<file path="src/verilog/uabt_pkg.sv">
`default_nettype none
package uabt_pkg;
    // Register byte addresses on the bus
    localparam logic [7:0] ADR_STATUS = 8'h00;
    localparam logic [7:0] ADR_CTRL_ONE = 8'h04;
    localparam logic [7:0] ADR_CTRL_TWO = 8'h08;
    localparam logic [7:0] ADR_DATA = 8'h0c;
    localparam logic [7:0] ADR_BAUD = 8'h10;

    // serial_control_one fields
    localparam int C1_PORT_EN = 7;
    localparam int C1_NINE = 6;
    localparam int C1_PAR_EN = 5;
    localparam int C1_PAR_ODD = 4;
    localparam int C1_TWO_STOP = 3;
    localparam int C1_NINTH_BIT = 0;
    localparam logic [7:0] C1_MASK = 8'hf9;
    localparam logic [7:0] C1_RST = 8'h00;

    // serial_control_two fields
    localparam int C2_TX_EN = 7;
    localparam int C2_RX_EN = 6;
    localparam int C2_SPEED = 5;
    localparam int C2_BREAK = 2;
    localparam int C2_IDLE_IE = 1;
    localparam int C2_EMPTY_IE = 0;
    localparam logic [7:0] C2_MASK = 8'he7;
    localparam logic [7:0] C2_RST = 8'h00;
    localparam logic [7:0] C2_DISABLE_CLR = 8'hc4;

    // serial_status_reg fields
    localparam int ST_RX_AVAIL = 0;
    localparam int ST_OVERRUN = 1;
    localparam int ST_FRAMING = 2;
    localparam int ST_PARITY = 3;
    localparam int ST_NOISE = 4;
    localparam int ST_RX_IDLE = 5;
    localparam int ST_TX_IDLE = 6;
    localparam int ST_TX_EMPTY = 7;

    // Baud timer prescale terminal counts (64 and 16 clocks)
    localparam logic [5:0] PRESCALE_LOW = 6'h3f;
    localparam logic [5:0] PRESCALE_HIGH = 6'h0f;
    localparam logic [7:0] BAUD_RST = 8'h00;

    // Frame shape
    localparam int FRAME_W = 12;
    localparam logic [3:0] LEN_BASE = 4'h1;
    localparam logic [3:0] DATA_EIGHT = 4'h8;
    localparam logic [3:0] DATA_NINE = 4'h9;
    localparam logic [3:0] STOP_ONE = 4'h1;
    localparam logic [3:0] STOP_TWO = 4'h2;

    typedef enum logic [1:0] {
        TX_IDLE = 2'b00,
        TX_ARM = 2'b01,
        TX_SEND = 2'b11,
        TX_DONE = 2'b10
    } uabt_tx_state_e;
endpackage
`default_nettype wire

</file>
<file path="src/verilog/uabt_baud.sv">
`default_nettype none
module uabt_baud (
    input wire logic i_clk,
    input wire logic i_rst,
    input wire logic i_run,
    input wire logic i_speed,
    input wire logic [7:0] i_divisor,
    output logic o_tick
);
    logic [5:0] pre_q;
    logic [7:0] div_q;
    logic [5:0] pre_last;

    // speed select picks 64 or 16 clocks
    assign pre_last = i_speed ? uabt_pkg::PRESCALE_HIGH : uabt_pkg::PRESCALE_LOW;

    // counters held cleared while port is off
    always_ff @(posedge i_clk) begin
        if (i_rst || !i_run) begin
            pre_q <= 6'h00;
            div_q <= 8'h00;
            o_tick <= 1'b0;
        end else begin
            o_tick <= 1'b0;
            if (pre_q >= pre_last) begin // >= survives a speed change
                pre_q <= 6'h00;
                if (div_q >= i_divisor) begin
                    div_q <= 8'h00;
                    o_tick <= 1'b1;
                end else begin
                    div_q <= div_q + 8'h01;
                end
            end else begin
                pre_q <= pre_q + 6'h01;
            end
        end
    end

    // Checking aid: cycles between ticks under steady settings
    logic [15:0] gap_q;
    logic seen_q;
    logic dirty_q;
    logic [8:0] last_cfg_q;
    logic [15:0] period;

    assign period = ({10'h000, pre_last} + 16'h0001) * ({8'h00, i_divisor} + 16'h0001);

    always_ff @(posedge i_clk) begin
        last_cfg_q <= {i_speed, i_divisor};
        if (i_rst || !i_run) begin
            gap_q <= 16'h0000;
            seen_q <= 1'b0;
            dirty_q <= 1'b0;
        end else if (o_tick) begin
            gap_q <= 16'h0000;
            seen_q <= 1'b1;
            dirty_q <= 1'b0;
        end else begin
            gap_q <= gap_q + 16'h0001;
            if (last_cfg_q != {i_speed, i_divisor}) begin
                dirty_q <= 1'b1;
            end
        end
    end
endmodule
`default_nettype wire

</file>
<file path="src/verilog/uabt_top.sv">
`default_nettype none
module uabt_top (
    input wire logic I_MCLK,
    input wire logic I_RST,
    input wire logic I_WB_CYC,
    input wire logic I_WB_STB,
    input wire logic I_WB_WE,
    input wire logic [7:0] I_WB_ADR,
    input wire logic [31:0] I_WB_DAT,
    input wire logic [3:0] I_WB_SEL,
    output logic [31:0] O_WB_DAT,
    output logic O_WB_ACK,
    output logic O_TX,
    output logic O_TX_OE,
    output logic O_RX_EN,
    output logic O_TX_IRQ
);
    logic [7:0] serial_control_one_q;
    logic [7:0] serial_control_two_q;
    logic [7:0] baud_divisor_q;
    logic [7:0] serial_data_buffer_q;
    logic transmit_empty_flag_q;
    logic transmit_idle_flag_q;
    logic status_armed_q;
    logic [uabt_pkg::FRAME_W-1:0] transmit_shift_reg_q;
    logic [3:0] frame_len_q;
    logic [3:0] bit_cnt_q;
    uabt_pkg::uabt_tx_state_e state_q;

    logic port_enable;
    logic transmit_enable;
    logic wb_req;
    logic wb_wr;
    logic wb_rd;
    logic data_wr_ok;
    logic load;
    logic tick;
    logic [7:0] status_byte;
    logic [7:0] rd_byte;
    logic [8:0] word;
    logic [uabt_pkg::FRAME_W-1:0] frame_d;
    logic [3:0] len_d;
    logic par8;
    logic par9;

    assign port_enable = serial_control_one_q[uabt_pkg::C1_PORT_EN];
    assign transmit_enable = port_enable && serial_control_two_q[uabt_pkg::C2_TX_EN];

    // Bus request decode; one access per ack, ack drops next cycle
    assign wb_req = I_WB_CYC && I_WB_STB && !O_WB_ACK;
    assign wb_wr = wb_req && I_WB_WE && I_WB_SEL[0];
    assign wb_rd = wb_req && !I_WB_WE;

    // one rate and one format serve the transmit direction only
    uabt_baud u_baud (
        .i_clk(I_MCLK),
        .i_rst(I_RST),
        .i_run(port_enable),
        .i_speed(serial_control_two_q[uabt_pkg::C2_SPEED]),
        .i_divisor(baud_divisor_q),
        .o_tick(tick)
    );

    // Bus acknowledge, registered one cycle after request
    always_ff @(posedge I_MCLK) begin
        if (I_RST) begin
            O_WB_ACK <= 1'b0;
        end else begin
            O_WB_ACK <= wb_req;
        end
    end

    // receive side flags read in their disabled state
    always_comb begin
        status_byte = 8'h00;
        status_byte[uabt_pkg::ST_RX_IDLE] = 1'b1;
        status_byte[uabt_pkg::ST_TX_IDLE] = transmit_idle_flag_q;
        status_byte[uabt_pkg::ST_TX_EMPTY] = transmit_empty_flag_q;
    end

    // Read mux; unmapped addresses read zero
    always_comb begin
        unique case (I_WB_ADR)
            uabt_pkg::ADR_STATUS: rd_byte = status_byte;
            uabt_pkg::ADR_CTRL_ONE: rd_byte = serial_control_one_q;
            uabt_pkg::ADR_CTRL_TWO: rd_byte = serial_control_two_q;
            uabt_pkg::ADR_DATA: rd_byte = serial_data_buffer_q;
            uabt_pkg::ADR_BAUD: rd_byte = baud_divisor_q;
            default: rd_byte = 8'h00;
        endcase
    end

    always_ff @(posedge I_MCLK) begin
        if (I_RST) begin
            O_WB_DAT <= 32'h00000000;
        end else if (wb_rd) begin
            O_WB_DAT <= {24'h000000, rd_byte};
        end
    end

    // power-on format; settings kept across disable
    always_ff @(posedge I_MCLK) begin
        if (I_RST) begin
            serial_control_one_q <= uabt_pkg::C1_RST;
        end else if (wb_wr && I_WB_ADR == uabt_pkg::ADR_CTRL_ONE) begin
            serial_control_one_q <= I_WB_DAT[7:0] & uabt_pkg::C1_MASK;
        end
    end

    // enables and break forced clear while port is off
    always_ff @(posedge I_MCLK) begin
        if (I_RST) begin
            serial_control_two_q <= uabt_pkg::C2_RST;
        end else if (!port_enable) begin
            serial_control_two_q <= serial_control_two_q & ~uabt_pkg::C2_DISABLE_CLR;
        end else if (wb_wr && I_WB_ADR == uabt_pkg::ADR_CTRL_TWO) begin
            serial_control_two_q <= I_WB_DAT[7:0] & uabt_pkg::C2_MASK;
        end
    end

    always_ff @(posedge I_MCLK) begin
        if (I_RST) begin
            baud_divisor_q <= uabt_pkg::BAUD_RST;
        end else if (wb_wr && I_WB_ADR == uabt_pkg::ADR_BAUD) begin
            baud_divisor_q <= I_WB_DAT[7:0];
        end
    end

    // status read arms the clearing write
    always_ff @(posedge I_MCLK) begin
        if (I_RST || !port_enable) begin
            status_armed_q <= 1'b0;
        end else if (wb_rd && I_WB_ADR == uabt_pkg::ADR_STATUS) begin
            status_armed_q <= 1'b1;
        end else if (wb_wr && I_WB_ADR == uabt_pkg::ADR_DATA) begin
            status_armed_q <= 1'b0;
        end
    end

    // write dropped unless buffer empty and armed
    assign data_wr_ok = wb_wr && I_WB_ADR == uabt_pkg::ADR_DATA && status_armed_q
        && transmit_empty_flag_q && port_enable;
    // move waiting word once enabled and idle
    assign load = state_q == uabt_pkg::TX_IDLE && !transmit_empty_flag_q && transmit_enable;

    always_ff @(posedge I_MCLK) begin
        if (I_RST) begin
            serial_data_buffer_q <= 8'h00;
        end else if (data_wr_ok) begin
            serial_data_buffer_q <= I_WB_DAT[7:0];
        end
    end

    // empty on disable; set again at load
    always_ff @(posedge I_MCLK) begin
        if (I_RST || !port_enable) begin
            transmit_empty_flag_q <= 1'b1;
        end else if (load) begin
            transmit_empty_flag_q <= 1'b1;
        end else if (data_wr_ok) begin
            transmit_empty_flag_q <= 1'b0;
        end
    end

    // frame end sets idle, and wins over a clearing write
    always_ff @(posedge I_MCLK) begin
        if (I_RST || !port_enable) begin
            transmit_idle_flag_q <= 1'b1;
        end else if (state_q == uabt_pkg::TX_DONE) begin
            transmit_idle_flag_q <= 1'b1;
        end else if (data_wr_ok) begin
            transmit_idle_flag_q <= 1'b0;
        end
    end

    // even parity is the xor; odd inverts it
    assign par8 = (^serial_data_buffer_q[6:0]) ^ serial_control_one_q[uabt_pkg::C1_PAR_ODD];
    assign par9 = (^serial_data_buffer_q) ^ serial_control_one_q[uabt_pkg::C1_PAR_ODD];

    // top data position carries ninth bit or parity
    always_comb begin
        word = {1'b1, serial_data_buffer_q};
        if (serial_control_one_q[uabt_pkg::C1_NINE]) begin
            word[8] = serial_control_one_q[uabt_pkg::C1_PAR_EN] ? par9
                : serial_control_one_q[uabt_pkg::C1_NINTH_BIT];
        end else if (serial_control_one_q[uabt_pkg::C1_PAR_EN]) begin
            word[7] = par8;
        end
    end

    // start, data, then one or two two_stop_select, transmit only
    assign frame_d = {2'b11, word, 1'b0};
    assign len_d = uabt_pkg::LEN_BASE
        + (serial_control_one_q[uabt_pkg::C1_NINE] ? uabt_pkg::DATA_NINE : uabt_pkg::DATA_EIGHT)
        + (serial_control_one_q[uabt_pkg::C1_TWO_STOP] ? uabt_pkg::STOP_TWO : uabt_pkg::STOP_ONE);

    // Transmit sequencer; first tick aligns the start bit to a full period
    always_ff @(posedge I_MCLK) begin
        if (I_RST) begin
            state_q <= uabt_pkg::TX_IDLE;
            transmit_shift_reg_q <= '1;
            frame_len_q <= 4'h0;
            bit_cnt_q <= 4'h0;
        end else if (!transmit_enable) begin
            // abort on port or transmit disable
            state_q <= uabt_pkg::TX_IDLE;
            transmit_shift_reg_q <= '1;
            bit_cnt_q <= 4'h0;
        end else begin
            unique case (state_q)
                uabt_pkg::TX_IDLE: begin
                    if (load) begin
                        state_q <= uabt_pkg::TX_ARM;
                        transmit_shift_reg_q <= frame_d;
                        frame_len_q <= len_d;
                        bit_cnt_q <= 4'h0;
                    end
                end
                uabt_pkg::TX_ARM: begin
                    if (tick) begin
                        state_q <= uabt_pkg::TX_SEND;
                    end
                end
                uabt_pkg::TX_SEND: begin
                    if (tick) begin
                        // shift right so the low bit leaves first
                        transmit_shift_reg_q <= {1'b1, transmit_shift_reg_q[uabt_pkg::FRAME_W-1:1]};
                        bit_cnt_q <= bit_cnt_q + 4'h1;
                        // reload only after the last stop bit
                        if (bit_cnt_q == frame_len_q - 4'h1) begin
                            state_q <= uabt_pkg::TX_DONE;
                        end
                    end
                end
                uabt_pkg::TX_DONE: begin
                    state_q <= uabt_pkg::TX_IDLE;
                end
            endcase
        end
    end

    // line rests high outside a frame; one cycle behind the sequencer
    always_ff @(posedge I_MCLK) begin
        if (I_RST) begin
            O_TX <= 1'b1;
        end else begin
            O_TX <= (state_q == uabt_pkg::TX_SEND && transmit_enable)
                ? transmit_shift_reg_q[0] : 1'b1;
        end
    end

    always_ff @(posedge I_MCLK) begin
        if (I_RST) begin
            O_TX_OE <= 1'b0;
            O_RX_EN <= 1'b0;
        end else begin
            O_TX_OE <= transmit_enable;
            O_RX_EN <= port_enable && serial_control_two_q[uabt_pkg::C2_RX_EN];
        end
    end

    // transmit request from empty and idle flags
    always_ff @(posedge I_MCLK) begin
        if (I_RST) begin
            O_TX_IRQ <= 1'b0;
        end else begin
            O_TX_IRQ <= port_enable
                && ((transmit_empty_flag_q && serial_control_two_q[uabt_pkg::C2_EMPTY_IE])
                || (transmit_idle_flag_q && serial_control_two_q[uabt_pkg::C2_IDLE_IE]));
        end
    end

    // Checking aid: word captured at load
    logic [8:0] loaded_q;
    always_ff @(posedge I_MCLK) begin
        if (I_RST) begin
            loaded_q <= 9'h000;
        end else if (load) begin
            loaded_q <= word;
        end
    end
endmodule
`default_nettype wire

</file>
<file path="config.mk">
export PLATFORM = sky130hd
export DESIGN_NAME = uabt_top
export DESIGN_NICKNAME = d
export VERILOG_FILES = /design/src/verilog/uabt_pkg.sv /design/src/verilog/uabt_baud.sv /design/src/verilog/uabt_top.sv
export SDC_FILE = /design/constraint.sdc
export NUM_CORES = 1
export LEC_CHECK = 0
export BUFFER_PORTS_ARGS = -buffer_cell sky130_fd_sc_hd__buf_2
export CORE_MARGIN = 2
export CORE_UTILIZATION = 50
export CTS_BUF_LIST = sky130_fd_sc_hd__clkbuf_16
export DETAILED_ROUTE_END_ITERATION = 8
export PLACE_DENSITY = 0.74
export SYNTH_ARGS = -nofsm -noshare
export SYNTH_HDL_FRONTEND = slang
export SYNTH_SLANG_ARGS = --single-unit
</file>
<file path="constraint.sdc">
create_clock -name I_MCLK -period 2.1 [get_ports I_MCLK]
set_input_delay 0.105 -clock I_MCLK [delete_from_list [all_inputs] [get_ports I_MCLK]]
set_output_delay 0.105 -clock I_MCLK [all_outputs]
set_load 0.1 [all_outputs]
</file>
After elaboration in Yosys (flattened, before gate mapping)
Cells that the tools add are included.
- bits in registers: 81
- bits in latches: 0
- bits in writable memories: 0
- ROM bits: 0
- output and inout port bits: 37
- word-level logic and storage cells: 114
- memories: 0
- add/subtract/negate cells: 6
- multiply operators: 0
- divide/modulo/power cells: 0
- $lt $le $gt $ge: 2
- equal/unequal tests: 12
- shift-type cells: 0
- multiplexer cells: 23
- bitwise logic cells: 6
- reduce and logical (&&, ||, !) cells: 44
- operator list (operator ; number):
    $pmux 8 s5 ; 1
    $mux 12 ; 2
    $pmux 12 s2 ; 1
    $logic_and 1x1->1 ; 21
    $eq 8x4->1 const B ; 2
    $reduce_or 2->1 ; 7
    $mux 2 ; 5
    $add 8x1->8 const B ; 1
    $eq 8x3->1 const B ; 1
    $eq 8x5->1 const B ; 1
    $ge 8x8->1 ; 1
    $logic_not 8->1 ; 1
    $mux 1 ; 8
    $mux 4 ; 2
    $mux 8 ; 1
    $pmux 2 s4 ; 1
    $pmux 4 s2 ; 1
    $reduce_xor 8->1 ; 1
    $reduce_xor 7->1 ; 1
    $add 6x1->6 const B ; 1
    $ge 6x6->1 ; 1
    $mux 6 ; 1
    $reduce_and 3->1 ; 2
    $add 1x4->4 const A ; 1
    other kinds (16) ; 28

Logic depth before layout (Yosys ltp)
- depth after elaboration: 8
- depth in mapped cells: 7

By module
Synthesis repeated with hierarchy kept, for this count alone.
- cell total of the unflattened synthesis: 464
- area, all modules: 3981.3 um^2
- modules (own cells, without submodules) (module ; instances ; cells an instance ; area each (um^2) ; sequential area each (um^2)):
    uabt_top ; 1 ; 349 ; 3054.2 ; 1281.2
    uabt_baud ; 1 ; 115 ; 927.1 ; 300.3

Least setup slack after synthesis
Ideal clock, no wire load.
- path kind: reg2reg
- from: register O_WB_ACK
- to: register serial_data_buffer_q[0]
- setup time: 0.128 ns
- arrival time: 1.970 ns
- slack: 0.003 ns
- cell stages (with the launch flop): 7
- buffers on the path: 1
- cells stage by stage: dfxtp_1 > nand3b_1 > nor4_4 > and4_1 > buf_6 > mux2i_1 > nor2_1
- word-level cells in the longest chain between the ends: 8
- ends and longest elaborated chain (what ; RTL line ; source):
    start, declared ; uabt_top.sv:12 ; output logic O_WB_ACK,
    start signal, assigned ; uabt_top.sv:69 ; O_WB_ACK <= wb_req;
    $logic_not 1->1 ; uabt_top.sv:50 ; assign wb_req = I_WB_CYC && I_WB_STB && !O_WB_ACK;
    $logic_and 1x1->1 ; uabt_top.sv:50 ;
    $logic_and 1x1->1 (2 in series) ; uabt_top.sv:51 ; assign wb_wr = wb_req && I_WB_WE && I_WB_SEL[0];
    $logic_and 1x1->1 (2 in series) ; uabt_top.sv:141 ; assign data_wr_ok = wb_wr && I_WB_ADR == uabt_pkg::ADR_DATA && status_armed_q
    $logic_and 1x1->1 (2 in series) ; uabt_top.sv:142 ; && transmit_empty_flag_q && port_enable;
    end signal, assigned ; uabt_top.sv:150 ; serial_data_buffer_q <= I_WB_DAT[7:0];
    end, declared ; uabt_top.sv:21 ; logic [7:0] serial_data_buffer_q;
No other way between the ends.
A chain may end at the register's enable or synchronous reset.

Worst setup path in the final report
- from: register u_baud.div_q[0]
- to: register u_baud.div_q[5]
- word-level cells in the longest chain between the ends: 2
- elaborated cells between the ends (all ways): 3
- ends and longest elaborated chain (what ; RTL line ; source):
    start, declared ; uabt_baud.sv:11 ; logic [7:0] div_q;
    start signal, assigned ; uabt_baud.sv:31 ; div_q <= div_q + 8'h01;
    $add 8x1->8 or $ge 8x8->1 (tied branches) ; uabt_baud.sv:31, uabt_baud.sv:27 ;
    $mux 8 (*) ; uabt_baud.sv:27 ; if (div_q >= i_divisor) begin
Every way passes the cells marked *; elsewhere a longest branch is shown, timed or not.

==> flow_metrics.tcl <==
set metrics [dict create \
    status "finished clean" \
    synth_flop_cell "dfxtp_1" \
    period_share_pct 90.9 \
    layout-drive-gt1-share_pct 14.6 \
    grt_max_degree 34 \
    drc_errors 0 \
    cap_violations 0 \
    clock-sinks 79 \
    postCtsResizedCells 0 \
    cts_tree "yes" \
    crit_type "reg -> reg" \
    vias 3183 \
    synth_seq_cells 79 \
    n_antenna_cell 0 \
    coreArea_sq_um 7690 \
    ys_types 54 \
    synth.yosys.seq_area_share_pct 39.9 \
    antenna_found_initial 0 \
    first_pass_iters 4 \
    fmax_mhz 524 \
    yosys_warnings 0 \
    finalSetupViolCount 0 \
    die_area_sq_um 8660 \
    finalPower_mw 3.15 \
    synthToLayoutAreaGrowth_pct 12.6 \
    cts-buffers-inserted 9 \
    post-place-cells 572 \
    grt_usage_pct 21.1 \
    gp_congestion 0.838 \
    cts.clk_slew.worst_paths_ns 0.06 \
    overflow 0 \
    wirelength_microns 8580 \
    io_buffer_count 34 \
    synthesis.area_sq_um 3970 \
    required_ns 2.34 \
    sw_frac_of_total_pct 26.7 \
    wl_met2_microns 4210 \
    ioPinCount 86 \
    grt_pass1_wl_microns 14600 \
    power_density_nw_per_um2 706 \
    synth.avg_cell_area_sq_um 8.99 \
    grt_pass1_vias 3046 \
    rsz0062_at_grt "false" \
    layout.cells.most_common "dfxtp_1" \
    nFillCells 694 \
    critical_path_arrival_ns 2.15 \
    cts_root_buf "clkbuf_16" \
    layout_common_cells "79 x dfxtp_1, 61 x nor2_1, 34 x buf_2" \
    multi_input_area_sq_um 2150 \
    instances_no_fill 588 \
    setup_tns_ns 0 \
    drt-met1-wl_microns 3890 \
    syn_inst 441 \
    combPwrFrac_pct 8.8 \
    endpoint_kind "flop" \
    sequentialPowerShare_pct 47.6 \
    clk_latency_ns 0.33 \
    post_drt_wl_per_cell_microns 14.6 \
    register_area_sq_um 1580 \
    wl_met3_microns 336 \
    min_period_ns 1.91 \
    async_flop_share_pct 0 \
    worst_clock_skew_ns 0.00399 \
    crit_fanout 6 \
    hp-class "in -> reg" \
    p_leak_nw 1.92 \
    clock_path_buffers 2 \
    hold_viol_final 0 \
    startpoint_type "flop" \
    start_util_pct 51.6 \
    rows 32 \
    synth_edf_count 0 \
    dp_hpwl_microns 6380 \
    h-tree-depth 3 \
    worst_slew_pin_slew_ns 0.631 \
    die-height_microns 93.1 \
    p_sw_mw 0.842 \
    slew-limit-headroom_pct 57.8 \
    drtIter0Drc 191 \
    ant_nets 0 \
    slew_violations 0 \
    die_x_microns 93.1 \
    highest_layer "met4" \
    peakVddDrop_uv 535 \
    internal_power_mw 2.31 \
    nets 546 \
    pwr-share-clk_pct 43.6 \
    vias_per_cell 5.41 \
    hold_buffers 0 \
    postCtsSetupBuffers 0 \
]
synth_stat cells (all sizes together) (3+ instances only):
cell | count | area [sq um]
nand3 | 15 | 80.1
ha | 16 | 200
inv | 18 | 67.6
a21oi | 13 | 65.1
xor2 | 10 | 87.6
clkbuf | 14 | 52.6
nor2 | 62 | 235
xnor2 | 14 | 123
nor3 | 8 | 40.0
o21ai | 19 | 95.1
buf | 27 | 199
nand2 | 21 | 78.8
mux2i | 29 | 290
a211oi | 14 | 105
mux2 | 3 | 33.8
a21o | 4 | 30.0
nand2b | 4 | 25.0
or3 | 4 | 25.0
nand4 | 4 | 25.0
and3 | 12 | 75.1
nand3b | 4 | 33.8
nor2b | 5 | 31.3
a22oi | 11 | 82.6
dfxtp | 79 | 1580
registers in the layout (all words and copies together) (netlist names), 6 cells and up:
name / cells
u_baud.div_q: 8
baud_divisor_q: 8
transmit_shift_reg_q: 10
serial_data_buffer_q: 8
serial_control_two_q: 6
O_WB_DAT: 8
serial_control_one_q: 6
u_baud.pre_q: 6
worst paths after layout:
| path | from | endpoint | slack, ns | cells past startpoint |
|---|---|---|---|---|
| worst min register to register | u_baud.pre_q[0] | u_baud.pre_q[0] | 0.44 | 1 |
| worst max register to register | u_baud.div_q[0] | u_baud.div_q[5] | 0.19 | 8 |
| worst min-delay path | I_RST | frame_len_q[0] | 0.04 | 2 |
| worst max-delay path | u_baud.div_q[0] | u_baud.div_q[5] | 0.19 | 8 |
routing by layer:
metal  GRT usage (%)  up-vias
li1                -     1579
met5               0        -
met2            34.8       54
met4            6.25        0
met1            27.1     1538
met3            5.56       12
power by group through the flow:
stage	Combinational, mW	Clock, mW	Sequential [mW]
after CTS	0.277	1.39	1.50
final	0.278	1.37	1.50
after floorplan	0.264	0	1.54
after global routing	0.289	1.45	1.50
after detailed placement	0.276	0	1.53
after global placement	0.276	0	1.53
through the flow:
| stage | hold WS (ns) | worst slack (ns) | area [sq um] | utilization (%) |
|---|---|---|---|---|
| floorplan | 0.249 | 0.00286 | 4050 | - |
| global placement | 0.377 | 0.191 | 4210 | 54.7 |
| detailed placement | 0.388 | 0.135 | 4210 | 54.7 |
| CTS | 0.0370 | 0.181 | 4470 | 58.1 |
| global route | 0.0437 | 0.00580 | 4470 | 58.1 |
| finish | 0.0394 | 0.191 | 4470 | 58.1 |
logic make-up (layout without fill, tap and decap cells):
logic type	after synthesis	count (layout)	share of synthesized area [%]
XOR/XNOR	25	25	5.90
buffers and inverters	60	82	8.14
adder cells (fa/ha/maj)	16	16	5.05
flip-flops	79	79	39.9
AND/OR/NAND/NOR	151	151	19.2
other	1	24	0.0946
multiplexers	34	34	9.31
AO/OA/AOI/OAI	75	75	12.4
layout make-up:
cell class              instances  share of cell area, %
clock buffers                   9                   5.04
clock inverters                 7                  0.728
inverters                      19                   1.60
multi-input cells             325                   48.1
flip-flops and latches         79                   35.4
well taps                     102                   2.86
repair buffers                 47                   6.28
critical path, stage by stage (launching register included):
cell,delay (ns)
dfxtp_1,0.42
inv_1,0.07
ha_1,0.26
nand2b_1,0.14
a21o_1,0.17
a21oi_1,0.14
o21ai_1,0.20
buf_4,0.21
a211oi_1,0.21
Note: power is estimated with default switching activity, not from simulation.
